**config.mk**
```make
export PLATFORM = sky130hd
export DESIGN_NAME = lfcq_top
export DESIGN_NICKNAME = d
export VERILOG_FILES = /design/src/lfcq_pkg.sv /design/src/lfcq_scale.sv /design/src/lfcq_top.sv
export SDC_FILE = /design/constraint.sdc
export NUM_CORES = 1
export LEC_CHECK = 0
export ABC_AREA = 1
export ABC_CLOCK_PERIOD_IN_PS = 6100
export BUFFER_PORTS_ARGS = -buffer_cell sky130_fd_sc_hd__buf_2
export CORE_MARGIN = 2
export CORE_UTILIZATION = 35
export CTS_BUF_LIST = sky130_fd_sc_hd__clkbuf_2 sky130_fd_sc_hd__clkbuf_4 sky130_fd_sc_hd__clkbuf_8
export DETAILED_ROUTE_END_ITERATION = 6
export REMOVE_ABC_BUFFERS = 1
export SLEW_MARGIN = 10
export SYNTH_ARGS = -nofsm -noshare
export SYNTH_HDL_FRONTEND = slang
export SYNTH_SLANG_ARGS = --single-unit
```
**constraint.sdc**
```tcl
create_clock -name clk_i -period 6.1 [get_ports clk_i]
set_input_delay 1.22 -clock clk_i [delete_from_list [all_inputs] [get_ports clk_i]]
set_output_delay 1.22 -clock clk_i [all_outputs]
set_load 0.1 [all_outputs]
```
**src/lfcq_pkg.sv**
```systemverilog
package lfcq_pkg;

    // ------------------------------------------------------------
    // field widths
    // ------------------------------------------------------------
    localparam int ALPHA_MANT_W = 16;
    localparam int ALPHA_SHIFT_W = 6;
    localparam int ALPHA_FRONT_W = 3;
    localparam int ALPHA_BACK_W = 4;
    localparam int BG_MANT_W = 17;
    localparam int DELTA_MANT_W = 15;
    localparam int EXP_W = 5;

    // ------------------------------------------------------------
    // exponent biases
    // ------------------------------------------------------------
    localparam int ALPHA_BIAS = 16;
    localparam int BG_BIAS = 17;
    localparam int DELTA_BIAS = 15;

    // internal signed exponent width
    localparam int SEXP_W = 8;

    // ------------------------------------------------------------
    // default output fixed-point formats
    // ------------------------------------------------------------
    localparam int ALPHA_OUT_W = 64;
    localparam int ALPHA_OUT_FRAC = 32;
    localparam int BG_OUT_W = 48;
    localparam int BG_OUT_FRAC = 48;
    localparam int DELTA_OUT_W = 46;
    localparam int DELTA_OUT_FRAC = 46;

endpackage : lfcq_pkg

```
**src/lfcq_scale.sv**
```systemverilog
`timescale 1ns/10ps
`default_nettype none

module lfcq_scale #(
    parameter int MW = 16,
    parameter int OW = 64,
    parameter int FRAC = 32
) (
    // mantissa and signed power of two
    input wire logic [MW-1:0] mant_i,
    input wire logic signed [lfcq_pkg::SEXP_W-1:0] exp_i,
    // fixed-point result with FRAC fraction bits
    output logic [OW-1:0] value_o,
    output logic sat_o
);

    localparam int XW = OW + MW;

    // the shift count is a 16-bit signed sum
    if (MW < 1 || OW < MW || FRAC < 0 || FRAC > 1000 || OW > 1000)
        $error("scale format out of range");

    // ------------------------------------------------------------
    // mantissa times two to the exp, truncated, saturating
    // ------------------------------------------------------------
    always_comb begin
        logic signed [15:0] sh;
        logic [XW-1:0] wide;
        sh = 16'(exp_i) + 16'(FRAC);
        wide = {{OW{1'b0}}, mant_i};
        sat_o = 1'b0;
        if (sh >= 16'(OW)) begin
            sat_o = |mant_i;           // any bit would land above the top
            wide = '0;
        end else if (sh >= 16'sd0) begin
            wide = wide << sh;
            sat_o = |wide[XW-1:OW];
        end else begin
            wide = wide >> (-sh);      // lost bits truncate toward zero
        end
        value_o = sat_o ? {OW{1'b1}} : wide[OW-1:0];
    end

endmodule : lfcq_scale

`default_nettype wire

```
**src/lfcq_top.sv**
```systemverilog
// What this block does
// - alpha equals mantissa times two to (16 minus shift plus front plus back gain).
// - alpha shift moves binary point left; third field front gain, fourth back gain.
// - beta magnitude equals mantissa times two to minus (17 plus exponent).
// - beta and gamma are stored positive; the core negates both.
// - gamma magnitude equals mantissa times two to minus (17 plus exponent).
// - delta equals mantissa times two to minus (15 plus exponent).
`timescale 1ns/10ps
`default_nettype none

module lfcq_top #(
    parameter int ALPHA_W = lfcq_pkg::ALPHA_OUT_W,
    parameter int ALPHA_FRAC = lfcq_pkg::ALPHA_OUT_FRAC,
    parameter int BG_W = lfcq_pkg::BG_OUT_W,
    parameter int BG_FRAC = lfcq_pkg::BG_OUT_FRAC,
    parameter int DELTA_W = lfcq_pkg::DELTA_OUT_W,
    parameter int DELTA_FRAC = lfcq_pkg::DELTA_OUT_FRAC
) (
    // clock and reset
    input wire logic clk_i,
    input wire logic rstn_i,
    // load strobe for all coefficient fields
    input wire logic load_i,
    // alpha fields
    input wire logic [lfcq_pkg::ALPHA_MANT_W-1:0] alpha_mant_i,
    input wire logic [lfcq_pkg::ALPHA_SHIFT_W-1:0] alpha_shift_i,
    input wire logic [lfcq_pkg::ALPHA_FRONT_W-1:0] alpha_front_i,
    input wire logic [lfcq_pkg::ALPHA_BACK_W-1:0] alpha_back_i,
    // beta, gamma, delta fields
    input wire logic [lfcq_pkg::BG_MANT_W-1:0] beta_mant_i,
    input wire logic [lfcq_pkg::EXP_W-1:0] beta_exp_i,
    input wire logic [lfcq_pkg::BG_MANT_W-1:0] gamma_mant_i,
    input wire logic [lfcq_pkg::EXP_W-1:0] gamma_exp_i,
    input wire logic [lfcq_pkg::DELTA_MANT_W-1:0] delta_mant_i,
    input wire logic [lfcq_pkg::EXP_W-1:0] delta_exp_i,
    // effective coefficients
    output logic [ALPHA_W-1:0] alpha_o,
    output logic signed [BG_W:0] beta_o,
    output logic signed [BG_W:0] gamma_o,
    output logic [DELTA_W-1:0] delta_o,
    // status
    output logic valid_o,
    output logic alpha_sat_o,
    output logic zero_mant_o
);

    // ------------------------------------------------------------
    // elaboration checks
    // ------------------------------------------------------------
    if (ALPHA_W < lfcq_pkg::ALPHA_MANT_W || ALPHA_FRAC < 0 || ALPHA_FRAC >= ALPHA_W)
        $error("alpha output format cannot hold the mantissa");
    if (BG_W < lfcq_pkg::BG_MANT_W || BG_FRAC > BG_W || BG_FRAC < 0)
        $error("beta/gamma output format too narrow");
    if (DELTA_W < lfcq_pkg::DELTA_MANT_W || DELTA_FRAC > DELTA_W || DELTA_FRAC < 0)
        $error("delta output format too narrow");

    localparam int SW = lfcq_pkg::SEXP_W;

    // ------------------------------------------------------------
    // captured fields
    // ------------------------------------------------------------
    logic [lfcq_pkg::ALPHA_MANT_W-1:0] a_mant_r, a_mant_nxt;
    logic [lfcq_pkg::ALPHA_SHIFT_W-1:0] a_shift_r, a_shift_nxt;
    logic [lfcq_pkg::ALPHA_FRONT_W-1:0] a_front_r, a_front_nxt;
    logic [lfcq_pkg::ALPHA_BACK_W-1:0] a_back_r, a_back_nxt;
    logic [lfcq_pkg::BG_MANT_W-1:0] b_mant_r, b_mant_nxt;
    logic [lfcq_pkg::EXP_W-1:0] b_exp_r, b_exp_nxt;
    logic [lfcq_pkg::BG_MANT_W-1:0] g_mant_r, g_mant_nxt;
    logic [lfcq_pkg::EXP_W-1:0] g_exp_r, g_exp_nxt;
    logic [lfcq_pkg::DELTA_MANT_W-1:0] d_mant_r, d_mant_nxt;
    logic [lfcq_pkg::EXP_W-1:0] d_exp_r, d_exp_nxt;
    logic pend_r, pend_nxt;

    // next field values on load
    always_comb begin
        a_mant_nxt = a_mant_r;
        a_shift_nxt = a_shift_r;
        a_front_nxt = a_front_r;
        a_back_nxt = a_back_r;
        b_mant_nxt = b_mant_r;
        b_exp_nxt = b_exp_r;
        g_mant_nxt = g_mant_r;
        g_exp_nxt = g_exp_r;
        d_mant_nxt = d_mant_r;
        d_exp_nxt = d_exp_r;
        pend_nxt = load_i;
        if (load_i) begin
            a_mant_nxt = alpha_mant_i;
            a_shift_nxt = alpha_shift_i;
            a_front_nxt = alpha_front_i;
            a_back_nxt = alpha_back_i;
            b_mant_nxt = beta_mant_i;
            b_exp_nxt = beta_exp_i;
            g_mant_nxt = gamma_mant_i;
            g_exp_nxt = gamma_exp_i;
            d_mant_nxt = delta_mant_i;
            d_exp_nxt = delta_exp_i;
        end
    end

    // field registers
    always_ff @(posedge clk_i or negedge rstn_i) begin
        if (!rstn_i) begin
            a_mant_r <= '0;
            a_shift_r <= '0;
            a_front_r <= '0;
            a_back_r <= '0;
            b_mant_r <= '0;
            b_exp_r <= '0;
            g_mant_r <= '0;
            g_exp_r <= '0;
            d_mant_r <= '0;
            d_exp_r <= '0;
            pend_r <= 1'b0;
        end else begin
            a_mant_r <= a_mant_nxt;
            a_shift_r <= a_shift_nxt;
            a_front_r <= a_front_nxt;
            a_back_r <= a_back_nxt;
            b_mant_r <= b_mant_nxt;
            b_exp_r <= b_exp_nxt;
            g_mant_r <= g_mant_nxt;
            g_exp_r <= g_exp_nxt;
            d_mant_r <= d_mant_nxt;
            d_exp_r <= d_exp_nxt;
            pend_r <= pend_nxt;
        end
    end

    // ------------------------------------------------------------
    // exponents
    // ------------------------------------------------------------
    logic signed [SW-1:0] a_exp, b_sexp, g_sexp, d_sexp;

    // shift pulls the point left, gains push it right
    always_comb begin
        a_exp = SW'(lfcq_pkg::ALPHA_BIAS) - SW'(a_shift_r)
              + SW'(a_front_r) + SW'(a_back_r);
        b_sexp = -(SW'(lfcq_pkg::BG_BIAS) + SW'(b_exp_r));
        g_sexp = -(SW'(lfcq_pkg::BG_BIAS) + SW'(g_exp_r));
        d_sexp = -(SW'(lfcq_pkg::DELTA_BIAS) + SW'(d_exp_r));
    end

    // ------------------------------------------------------------
    // scaling
    // ------------------------------------------------------------
    logic [ALPHA_W-1:0] a_val;
    logic [BG_W-1:0] b_mag, g_mag;
    logic [DELTA_W-1:0] d_val;
    logic a_sat;

    lfcq_scale #(.MW(lfcq_pkg::ALPHA_MANT_W), .OW(ALPHA_W), .FRAC(ALPHA_FRAC)) u_alpha (
        .mant_i(a_mant_r),
        .exp_i(a_exp),
        .value_o(a_val),
        .sat_o(a_sat)
    );

    lfcq_scale #(.MW(lfcq_pkg::BG_MANT_W), .OW(BG_W), .FRAC(BG_FRAC)) u_beta (
        .mant_i(b_mant_r),
        .exp_i(b_sexp),
        .value_o(b_mag),
        .sat_o()
    );

    lfcq_scale #(.MW(lfcq_pkg::BG_MANT_W), .OW(BG_W), .FRAC(BG_FRAC)) u_gamma (
        .mant_i(g_mant_r),
        .exp_i(g_sexp),
        .value_o(g_mag),
        .sat_o()
    );

    lfcq_scale #(.MW(lfcq_pkg::DELTA_MANT_W), .OW(DELTA_W), .FRAC(DELTA_FRAC)) u_delta (
        .mant_i(d_mant_r),
        .exp_i(d_sexp),
        .value_o(d_val),
        .sat_o()
    );

    // ------------------------------------------------------------
    // output stage
    // ------------------------------------------------------------
    logic [ALPHA_W-1:0] alpha_r, alpha_nxt;
    logic signed [BG_W:0] beta_r, beta_nxt, gamma_r, gamma_nxt;
    logic [DELTA_W-1:0] delta_r, delta_nxt;
    logic valid_r, valid_nxt, asat_r, asat_nxt, zero_r, zero_nxt;

    // update coefficients one cycle after a load
    always_comb begin
        alpha_nxt = alpha_r;
        beta_nxt = beta_r;
        gamma_nxt = gamma_r;
        delta_nxt = delta_r;
        asat_nxt = asat_r;
        zero_nxt = zero_r;
        valid_nxt = pend_r;
        if (pend_r) begin
            alpha_nxt = a_val;
            beta_nxt = -$signed({1'b0, b_mag});
            gamma_nxt = -$signed({1'b0, g_mag});
            delta_nxt = d_val;
            asat_nxt = a_sat;
            zero_nxt = ~|a_mant_r | ~|b_mant_r | ~|g_mant_r | ~|d_mant_r;
        end
    end

    // output registers
    always_ff @(posedge clk_i or negedge rstn_i) begin
        if (!rstn_i) begin
            alpha_r <= '0;
            beta_r <= '0;
            gamma_r <= '0;
            delta_r <= '0;
            valid_r <= 1'b0;
            asat_r <= 1'b0;
            zero_r <= 1'b0;
        end else begin
            alpha_r <= alpha_nxt;
            beta_r <= beta_nxt;
            gamma_r <= gamma_nxt;
            delta_r <= delta_nxt;
            valid_r <= valid_nxt;
            asat_r <= asat_nxt;
            zero_r <= zero_nxt;
        end
    end

    assign alpha_o = alpha_r;
    assign beta_o = beta_r;
    assign gamma_o = gamma_r;
    assign delta_o = delta_r;
    assign valid_o = valid_r;
    assign alpha_sat_o = asat_r;
    assign zero_mant_o = zero_r;

endmodule : lfcq_top

`default_nettype wire

```
==> reports/results.txt, run 1 <==
status - finished clean
vias - 22,767
flops & latches, synth - 305
slowest cell on the critical path - fa_1
top-count cell post-synth - nand2_1
ratio of total power to cell area - 494 nW/um2
final count of negative-setup-slack endpoints - 0
Final HPWL DP - 54,700 um
DR top layer - met5
data arrival time at the worst-slack endpoint - 5.69 ns
Reg-to-Reg End - alpha_o[2]
Critical Path Sink Type - flip-flop
antenna violation net count after detailed routing - 0
buffer cell driving the clock tree root - clkbuf_8
synthesized area per cell - 6.53 um2
number of instances resized during post-cts repair - 0
setup repair after global routing missed its margin - no
post-route minimum period - 5.09 ns
startpoint class of the critical path - flip-flop
global-route wire length before repair - 119,000 um
Total GRT Usage - 0.222
reg-to-reg startpoint - a_shift_r[0]
maximum operating frequency - 0.197 GHz
final std cells w/o fill - 4,490
Post-synth EDFFs - 0
leakage power - 12.6 nW
area overhead of the layout relative to synthesis - 13.5%
core footprint - 63,000 um2
boundary pin count - 307
met3 WL - 4980 um
max-cap viol count - 0
starting DRC count in detailed routing - 1,886
starting density of the core - 0.354
largest fanout on the critical path - 64
count of unresolved DRC violations after routing - 0
smallest setup slack after layout - 1.01 ns
via count of the first global-routing pass - 21,802
routed length on met1 - 33,700 um
input/output buffers - 306
Clk Latency, worst-skew pair - 0.66 ns
total clock buffers created by CTS - 56
max incr delay on CP - 0.46 ns
cells on worst reg2reg path - 23
worst setup path startpoint - a_shift_r[0]
Synth area leader - dfrtp_1
final number of max-transition violations - 0
total global routing overflow - 0
Num Clock Sinks - 305
worst reg-to-reg setup slack - 1.01 ns
Pre-Repair DR Iteration Count - 6
TritonCTS clock tree - done
Met2 Wirelength - 32,900 um
top_reg_cell synth - dfrtp_1
critical path type - reg2reg
pre-CTS setup slack - 1.10 ns
Setup Fix Bufs, Post-CTS - 0
sequential area share after synthesis - 0.343
Sum Neg Setup Slack - 0 ns
number of nets at the end of the flow - 3,725
maximum number of buffers from clock root to sink - 3
worst vdd ir - 329 uV
Reg clk slew, reported paths - 0.06 ns
final WL - 73,400 um
Row Count - 92
Post-synth top cells - nand2_1 (1,038), nand3_1 (497), dfrtp_1 (305), inv_1 (305), nor2_1 (247)
Filler Cell Count - 6,972
count of hold-fix buffers inserted at cts - 0
Final Cell Area - 25,300 um2
Post-Place Cell Area - 24,200 um2
number of distinct library cells after synthesis - 53
synthesized area - 22,300 um2
worst slew margin relative to its limit - 0.244
share of final-layout standard cells stronger than drive strength 1 - 0.179
Die Footprint - 65,600 um2
die width - 256 um
number of vias per cell after detailed routing - 5.07
Routed WL per cell - 16.3 um
class of the most critical hold timing path - reg2reg
top cells by area, synth - dfrtp_1 (34%), nand2_1 (18%), nand3_1 (11%)
pin count of the biggest net entering global routing - 99
area share of the largest cell type after synthesis - 0.343
number of warnings issued by yosys - 0
Max Clock Skew - 0.0302 ns
placer's final routability congestion estimate - 0.957
final-report hold violation count - 0
transition time at the pin with the least slew margin - 1.13 ns
capturing element of the worst setup path - alpha_o[2]
number of antenna violations at the first check in global routing - 8
H-tree depth - 2
die outline height - 256 um
Data required, critical path - 6.70 ns
Cells after DPL - 4,398
post-route clock period utilization - 0.834
most repeated library cell on the critical path - inv_1
Critical Path, Cell by Cell - inv_1, ha_1, fa_1, ha_1, fa_1, inv_1, nor2_1, nor2_1, inv_1, nand3_2, nand2_1, inv_1, ha_1, inv_1, nand3_1, nor2_4, nand2_1, clkinv_1, buf_4, nand2_4, nand3_1, nand2_1, inv_1
number of standard cells after synthesis - 3,407
share of synthesized flip-flops with an asynchronous set or reset - 1.00
## worst max-delay path: cells and delay by family, from the launching register on
family                     cells  cell delay (ns)
DFF                            1             0.37
buffers and inverters          8             1.08
adders and majority gates      5             1.80
and+or+nand+nor               10             1.72
## cells in the final DEF (no fill, tap or decap), drive strengths merged, types with 4 or more instances in the layout
cell / Yosys / layout
ha: 15 / 15
xnor2: 22 / 22
nand2: 1047 / 1047
a31oi: 32 / 32
mux2: 29 / 29
nor3: 26 / 26
o21a: 5 / 5
o211ai: 11 / 11
or2: 137 / 137
inv: 322 / 323
o31ai: 7 / 7
a21oi: 28 / 28
clkinv: 4 / 15
fa: 4 / 4
xor2: 28 / 28
nor4: 14 / 14
o21ai: 327 / 327
clkbuf: 106 / 76
nor2: 264 / 264
and2: 4 / 4
nand3: 506 / 506
nand4: 54 / 54
nand3b: 6 / 6
mux2i: 6 / 6
buf: 86 / 337
dfrtp: 305 / 305
## worst min-delay path by stage
stage	end	startpoint	cells past startpoint	slack (ns)
3_5_place_dp	beta_o[1]	beta_o[1]	2	0.46
5_1_grt	gamma_o[24]	gamma_o[24]	2	0.50
6_report	beta_o[23]	beta_o[23]	2	0.47
3_3_place_gp	beta_o[1]	beta_o[1]	2	0.45
2_1_floorplan	a_back_r[3]	a_back_r[3]	1	0.49
4_1_cts	beta_o[1]	beta_o[1]	2	0.47
## cell families (layout without fill, tap and decap cells)
group | after synthesis | count (layout) | share of synthesized area
other | 0 | 2 | 0
XOR/XNOR | 50 | 50 | 0.0197
AO/OA/AOI/OAI | 422 | 422 | 0.102
adder cells (fa/ha/maj) | 19 | 19 | 0.0120
flip-flops | 305 | 305 | 0.343
multiplexers | 35 | 35 | 0.0174
AND/OR/NAND/NOR | 2058 | 2058 | 0.410
buffers and inverters | 518 | 753 | 0.0968
## through the flow
stage                util  hold slack [ns]  power [mW]
detailed placement  0.384            0.455        10.5
finish              0.401            0.473        12.5
CTS                 0.401            0.471        12.6
global placement    0.384            0.451        10.5
global route        0.401            0.504        13.4
floorplan               -            0.487        8.71
## flip-flops by register name, summed over array words and instances (netlist names)
signal and count:
a_back_r 4, a_front_r 3, a_mant_r 16, a_shift_r 6
alpha_o 64, alpha_sat_o 1, b_exp_r 5, b_mant_r 17
beta_o 49, d_exp_r 5, d_mant_r 15, delta_o 46
g_exp_r 5, g_mant_r 17, gamma_o 49, pend_r 1
valid_o 1, zero_mant_o 1
## layout make-up
cell class                 count  area, um2  area share
sequential                   305       7640       0.302
timing repair buffer         337       1790      0.0708
clock buffer                  76        965      0.0382
antenna                        2       5.00    0.000198
inverter                     326       1230      0.0485
clock inverter                14        101     0.00401
multi-input combinational   2584      12500       0.494
tap                          846       1060      0.0419
## metal layers
| metal | vias to the layer above | track usage |
|---|---|---|
| li1 | 11453 | - |
| met5 | - | 0 |
| met4 | 8 | 0.0647 |
| met2 | 694 | 0.352 |
| met3 | 130 | 0.0443 |
| met1 | 10482 | 0.305 |
## power by group
group          switching (mW)  total, mW  internal [mW]
clock network           0.911       1.96           1.05
logic                    6.13       7.75           1.61
registers               0.307       2.78           2.47
Power figures use the tool's default switching activity.
==> run 2: changes to the inputs <==
--- a/config.mk
+++ b/config.mk
@@ -5,8 +5,8 @@
 export SDC_FILE = /design/constraint.sdc
 export NUM_CORES = 1
 export LEC_CHECK = 0
-export ABC_AREA = 1
-export ABC_CLOCK_PERIOD_IN_PS = 6100
+export ABC_AREA = 0
+export ABC_CLOCK_PERIOD_IN_PS = 4400
 export BUFFER_PORTS_ARGS = -buffer_cell sky130_fd_sc_hd__buf_2
 export CORE_MARGIN = 2
 export CORE_UTILIZATION = 35
==> constraint.sdc (replaced) <==
create_clock -name clk_i -period 4.4 [get_ports clk_i]
set_input_delay 0.88 -clock clk_i [delete_from_list [all_inputs] [get_ports clk_i]]
set_output_delay 0.88 -clock clk_i [all_outputs]
set_load 0.1 [all_outputs]
==> reports/results.txt, run 2 <==
status - finished with violations
failing checks - setup timing
Total GRT Usage - 0.226
number of nets at the end of the flow - 2,856
synthesized area per cell - 8.97 um2
worst reg-to-reg setup slack - -0.02 ns
critical path type - reg2reg
internal portion of total power - 8.38 mW
count of unresolved DRC violations after routing - 0
TritonCTS clock tree - done
Row Count - 91
share of final-layout standard cells stronger than drive strength 1 - 0.308
maximum number of buffers from clock root to sink - 3
met1 Usage GRT - 0.303
buffer cell driving the clock tree root - clkbuf_8
Post-Place Cell Area - 24,600 um2
Die Footprint - 63,600 um2
max-cap viol count - 0
reg-to-reg startpoint - a_shift_r[1]
synthesized area - 21,600 um2
area share of the largest cell type after synthesis - 0.354
total clock buffers created by CTS - 55
die outline height - 252 um
boundary pin count - 307
transition time at the pin with the least slew margin - 1.16 ns
worst slew margin relative to its limit - 0.224
Final Power - 18.7 mW
area overhead of the layout relative to synthesis - 21.0%
top cells by area, synth - dfrtp_1 (35%), mux2_2 (8.1%), mux4_2 (6.3%)
final count of negative-setup-slack endpoints - 6
Max Clock Skew - 0.0228 ns
data arrival time at the worst-slack endpoint - 5.01 ns
share of synthesized flip-flops with an asynchronous set or reset - 1.00
Post-synth EDFFs - 0
Critical Path, Cell by Cell - inv_2, ha_4, fa_1, ha_4, fa_2, a21o_1, a21oi_2, buf_4, xnor2_2, inv_2, ha_4, mux2_4, a211o_1, a211o_1, or2_4, buf_6, buf_12, o22ai_4, o22a_1
placer's final routability congestion estimate - 0.939
startpoint class of the critical path - flip-flop
post-route minimum period - 4.42 ns
largest fanout on the critical path - 4
most used routing layer in global routing - met2
worst vdd ir - 686 uV
number of warnings issued by yosys - 0
leakage power - 10.8 nW
Final HPWL DP - 55,000 um
Routed WL per cell - 20.5 um
Reg clk slew, reported paths - 0.06 ns
core footprint - 61,400 um2
slowest cell on the critical path - fa_1
global-route wire length before repair - 115,000 um
H-tree depth - 2
top_reg_cell synth - dfrtp_1
post-route clock period utilization - 1.00
ratio of total power to cell area - 718 nW/um2
most repeated library cell on the critical path - ha_4
sequential area share after synthesis - 0.354
antenna violation net count after detailed routing - 0
part of the total power dissipated in combinational logic - 0.629
Switch Pwr - 10.4 mW
smallest setup slack after layout - -0.0179 ns
top-count cell post-synth - dfrtp_1
most common cell after layout, fill and taps aside - buf_2
max incr delay on CP - 0.50 ns
most frequent cells in the layout - buf_2 (304), dfrtp_1 (302), nor2_1 (286), nand2_1 (270), a21oi_1 (192)
Critical Path Sink Type - flip-flop
count of hold-fix buffers inserted at cts - 0
via count of the first global-routing pass - 20,099
Post-synth top cells - dfrtp_1 (305), nor2_1 (289), nand2_1 (270)
number of distinct library cells after synthesis - 97
Clk Latency, worst-skew pair - 0.66 ns
flops & latches, synth - 305
final WL - 73,400 um
number of antenna violations at the first check in global routing - 11
total global routing overflow - 0
vias - 20,514
maximum operating frequency - 0.226 GHz
Pre-Repair DR Iteration Count - 5
number of standard cells after synthesis - 2,404
Num Clock Sinks - 305
fraction of met2 tracks used by global routing - 0.367
setup repair after global routing missed its margin - yes
die width - 252 um
starting DRC count in detailed routing - 1,478
Reg-to-Reg End - alpha_o[11]
Data required, critical path - 4.99 ns
number of vias per cell after detailed routing - 5.74
starting density of the core - 0.352
part of the power in registers - 0.213
cells on worst reg2reg path - 19
final number of max-transition violations - 0
GR Util met3 - 0.0429
pin count of the biggest net entering global routing - 106
number of flip-flops in the largest register - 64
final-report hold violation count - 0
class of the most critical hold timing path - in2async
proportion of power drawn by the clock network - 0.158
Switching Share - 0.553
Final Cell Area - 26,100 um2
Synth area leader - dfrtp_1
input/output buffers - 306
run 2: changes by cell type after synthesis, sizes merged, moves of 60 or more:
cell   delta
nand2   -777
nand3   -446
inv     -281
o21ai   -220
a21oi   +170
mux2    +128
or2     -124
mux2i    +84
mux4     +60
run 2: routing by layer:
metal,part of all wire,vias to the layer above
met5,0.0012,-
met3,0.066,157
met2,0.47,740
met4,0.030,14
li1,-,9541
met1,0.43,10062
run 2: worst max path at each step:
stage / endpoint / start / cells after the start / slack (ns)
final: alpha_o[11] / a_shift_r[1] / 19 / -0.02
after global routing: alpha_o[11] / a_shift_r[1] / 19 / -0.14
after CTS: alpha_o[13] / a_shift_r[1] / 20 / 0.005
after detailed placement: alpha_o[11] / a_shift_r[1] / 19 / -0.27
after global placement: alpha_o[14] / a_shift_r[1] / 17 / -0.18
after floorplan: beta_o[42] / pend_r / 4 / -2.37
run 2: cells by family (layout without fill, tap and decap cells):
kind of cell    count (synthesis)  after routing  synth area share
compound gates                637            637             0.194
xor+xnor                       83             83            0.0337
fa+ha+maj                      19             19            0.0124
buf+inv                       221            597            0.0420
flops                         305            305             0.354
mux                           307            307             0.187
other cells                     0              1                 0
simple gates                  832            832             0.177
run 2: power groups by stage:
stage / logic (mW) / registers [mW] / clock network [mW]
after global placement: 11.4 / 4.03 / 0
after CTS: 11.6 / 4.01 / 3.06
after floorplan: 4.27 / 8.13 / 0
after global routing: 12.4 / 4.09 / 3.17
final: 11.8 / 4.00 / 2.96
after detailed placement: 11.5 / 4.05 / 0
run 2: critical path, delay by kind of cell (launching register included):
kind                     cells  cell delay (ns)
AO/OA/AOI/OAI                6             1.20
XOR/XNOR                     1             0.11
adder cells (fa/ha/maj)      5             1.50
buffers and inverters        5             0.55
flip-flops                   1             0.40
multiplexers                 1             0.30
AND/OR/NAND/NOR              1             0.28
run 2: final cells by class:
type / count / area (um2)
sequential: 305 / 7640
timing repair buffer: 457 / 2810
fill: 6042 / 35300
clock inverter: 13 / 143
inverter: 44 / 165
tap: 790 / 988
multi-input combinational: 1878 / 13300
clock buffer: 83 / 1050
antenna: 1 / 2.50
run 2: timing repair:
item	CTS	global route
endpoints found under the hold margin	0	0
setup buffers	4	4
pin swaps	20	26
gates resized for setup	17	29
endpoints found under the setup margin	65	68
run 2: stage by stage:
stage | setup WS, ns | TNS [ns] | hold WS [ns] | util | instances
final | -0.0179 | -0.0406 | 0.293 | 0.425 | 3571
after global routing | -0.140 | -1.15 | 0.345 | 0.425 | 3570
after CTS | 0.00483 | 0 | 0.303 | 0.422 | 3566
after detailed placement | -0.273 | -5.62 | 0.481 | 0.401 | 3466
after global placement | -0.181 | -1.78 | 0.469 | 0.401 | 3466
after floorplan | -2.37 | -262.10 | 0.487 | - | 2227
==> run 3: changes to the inputs <==
--- a/config.mk
+++ b/config.mk
@@ -11,7 +11,9 @@
 export CORE_MARGIN = 2
 export CORE_UTILIZATION = 35
 export CTS_BUF_LIST = sky130_fd_sc_hd__clkbuf_2 sky130_fd_sc_hd__clkbuf_4 sky130_fd_sc_hd__clkbuf_8
+export CTS_CLUSTER_SIZE = 25
 export DETAILED_ROUTE_END_ITERATION = 6
+export RECOVER_POWER = 25
 export REMOVE_ABC_BUFFERS = 1
 export SLEW_MARGIN = 10
 export SYNTH_ARGS = -nofsm -noshare
==> constraint.sdc (replaced) <==
create_clock -name clk_i -period 4.4 [get_ports clk_i]
set_input_delay 0.88 -clock clk_i [delete_from_list [all_inputs] [get_ports clk_i]]
set_output_delay 0.88 -clock clk_i [all_outputs]
set_load 0.01 [all_outputs]
==> reports/results.txt, run 3 (synthesized netlist as in run 2, its figures left out) <==
Row Count - 91
number of flip-flops in the largest register - 64
Pre-Repair DR Iteration Count - 7
die width - 252 um
setup repair after global routing missed its margin - yes
starting DRC count in detailed routing - 1,471
number of antenna violations at the first check in global routing - 11
Final HPWL DP - 55,000 um
Reg clk slew, reported paths - 0.06 ns
placer's final routability congestion estimate - 0.939
Filler Cell Count - 6,052
final design utilization - 0.424
startpoint class of the critical path - flip-flop
maximum operating frequency - 0.227 GHz
final-report hold violation count - 0
Max Clock Skew - 0.0231 ns
part of the total power dissipated in combinational logic - 0.530
leakage power - 10.8 nW
final number of max-transition violations - 105
pin count of the biggest net entering global routing - 106
Clk Latency, worst-skew pair - 0.65 ns
most common cell after layout, fill and taps aside - buf_2
Routed WL per cell - 20.5 um
Critical Path Sink Type - flip-flop
count of hold-fix buffers inserted at cts - 0
die outline height - 252 um
status - finished with violations
Cells after DPL - 3,466
Switch Pwr - 6.42 mW
final std cells w/o fill - 3,571
starting density of the core - 0.352
proportion of power drawn by the clock network - 0.200
count of unresolved DRC violations after routing - 0
Num Clock Sinks - 305
maximum number of buffers from clock root to sink - 3
Switching Share - 0.434
sequential cell area - 7640 um2
Total GRT Usage - 0.226
Data required, critical path - 4.99 ns
number of nets at the end of the flow - 2,856
total clock buffers created by CTS - 55
internal portion of total power - 8.37 mW
most frequent cells in the layout - buf_2 (304), dfrtp_1 (302), nor2_1 (286), nand2_1 (270), a21oi_1 (192)
worst slew margin relative to its limit - -0.927
buffer cell driving the clock tree root - clkbuf_8
vias - 20,571
number of vias per cell after detailed routing - 5.76
core footprint - 61,400 um2
H-tree depth - 2
input/output buffers - 306
final count of negative-setup-slack endpoints - 3
via count of the first global-routing pass - 20,099
transition time at the pin with the least slew margin - 2.89 ns
total global routing overflow - 0
class of the most critical hold timing path - in2reg
data arrival time at the worst-slack endpoint - 5.00 ns
max-cap viol count - 1
boundary pin count - 307
critical path type - reg2reg
post-route minimum period - 4.41 ns
part of the power in registers - 0.271
Final Power - 14.8 mW
worst vdd ir - 439 uV
TritonCTS clock tree - done
global-route wire length before repair - 115,000 um
post-route clock period utilization - 1.00
final WL - 73,400 um
smallest setup slack after layout - -0.0124 ns
largest fanout on the critical path - 4
failing checks - capacitance limit, slew limit, setup timing
area overhead of the layout relative to synthesis - 20.7%
Sum Neg Setup Slack - -0.0212 ns
share of final-layout standard cells stronger than drive strength 1 - 0.307
Die Footprint - 63,600 um2
antenna violation net count after detailed routing - 0
ratio of total power to cell area - 568 nW/um2
footprint of the multi-input gates - 13,300 um2
run 3: cell count changes in the layout (fill, tap and decap cells not counted):
| cell | previous run | this run |
|---|---|---|
| buf_12 | 10 | 7 |
| clkbuf_2 | 0 | 3 |
| clkbuf_1 | 0 | 2 |
| buf_4 | 139 | 138 |
| buf_8 | 1 | 0 |
run 3: power groups by stage:
stage          Combinational, mW  Sequential (mW)  Clock [mW]
2_1_floorplan               4.26             4.27           0
3_3_place_gp                7.47             4.03           0
3_5_place_dp                7.51             4.05           0
4_1_cts                     7.62             4.01        3.06
5_1_grt                     8.47             4.09        3.17
6_report                    7.83             4.00        2.96
run 3: final cells by class:
cell class                      instances  area share
Antenna cell                            1   0.0000961
Clock buffer                           83      0.0405
Clock inverter                         13     0.00548
Inverter                               44     0.00634
Multi-Input combinational cell       1878       0.510
Sequential cell                       305       0.293
Tap cell                              790      0.0380
Timing Repair Buffer                  457       0.106
run 3: routing by layer:
| layer | vias up | wire length (um) | track usage |
|---|---|---|---|
| met1 | 10109 | 31700 | 0.303 |
| met4 | 14 | 2220 | 0.0762 |
| li1 | 9551 | - | - |
| met5 | - | 86 | 0 |
| met3 | 154 | 4840 | 0.0429 |
| met2 | 743 | 34500 | 0.367 |
run 3: path summary, 6_finish.rpt:
check | cells past startpoint | end | from | slack (ns)
setup / recovery | 19 | alpha_o[11] | a_shift_r[1] | -0.01
hold / removal | 3 | b_exp_r[0] | beta_exp_i[0] | 0.45
setup reg to reg | 19 | alpha_o[11] | a_shift_r[1] | -0.01
hold reg to reg | 1 | gamma_o[3] | gamma_o[3] | 0.49
max in group asynchronous | 2 | delta_o[4] | rstn_i | 0.98
min in group asynchronous | 1 | gamma_o[18] | rstn_i | 1.14
run 3: critical path: stages, from the launching register on:
cell and delay, ns:
dfrtp_1 0.40, inv_2 0.09, ha_4 0.20, fa_1 0.50, ha_4 0.19, fa_2 0.33, a21o_1 0.19, a21oi_2 0.13
buf_4 0.13, xnor2_2 0.11, inv_2 0.08, ha_4 0.28, mux2_4 0.30, a211o_1 0.27, a211o_1 0.35, or2_4 0.28
buf_6 0.13, buf_12 0.12, o22ai_4 0.10, o22a_1 0.16
run 3: stage by stage:
| stage | area (um2) | hold slack [ns] | setup WS, ns |
|---|---|---|---|
| 5_1_grt | 26000 | 0.418 | -0.141 |
| 3_5_place_dp | 24600 | 0.481 | -0.273 |
| 6_report | 26000 | 0.447 | -0.0124 |
| 4_1_cts | 25900 | 0.303 | 0.00397 |
| 2_1_floorplan | 20800 | 0.487 | -2.37 |
| 3_3_place_gp | 24600 | 0.469 | -0.181 |
run 3: timing repair:
item                       CTS  global route
gates resized for setup     17            29
setup endpoints to repair   65            68
buffers inserted             4             4
pin swaps                   20            26
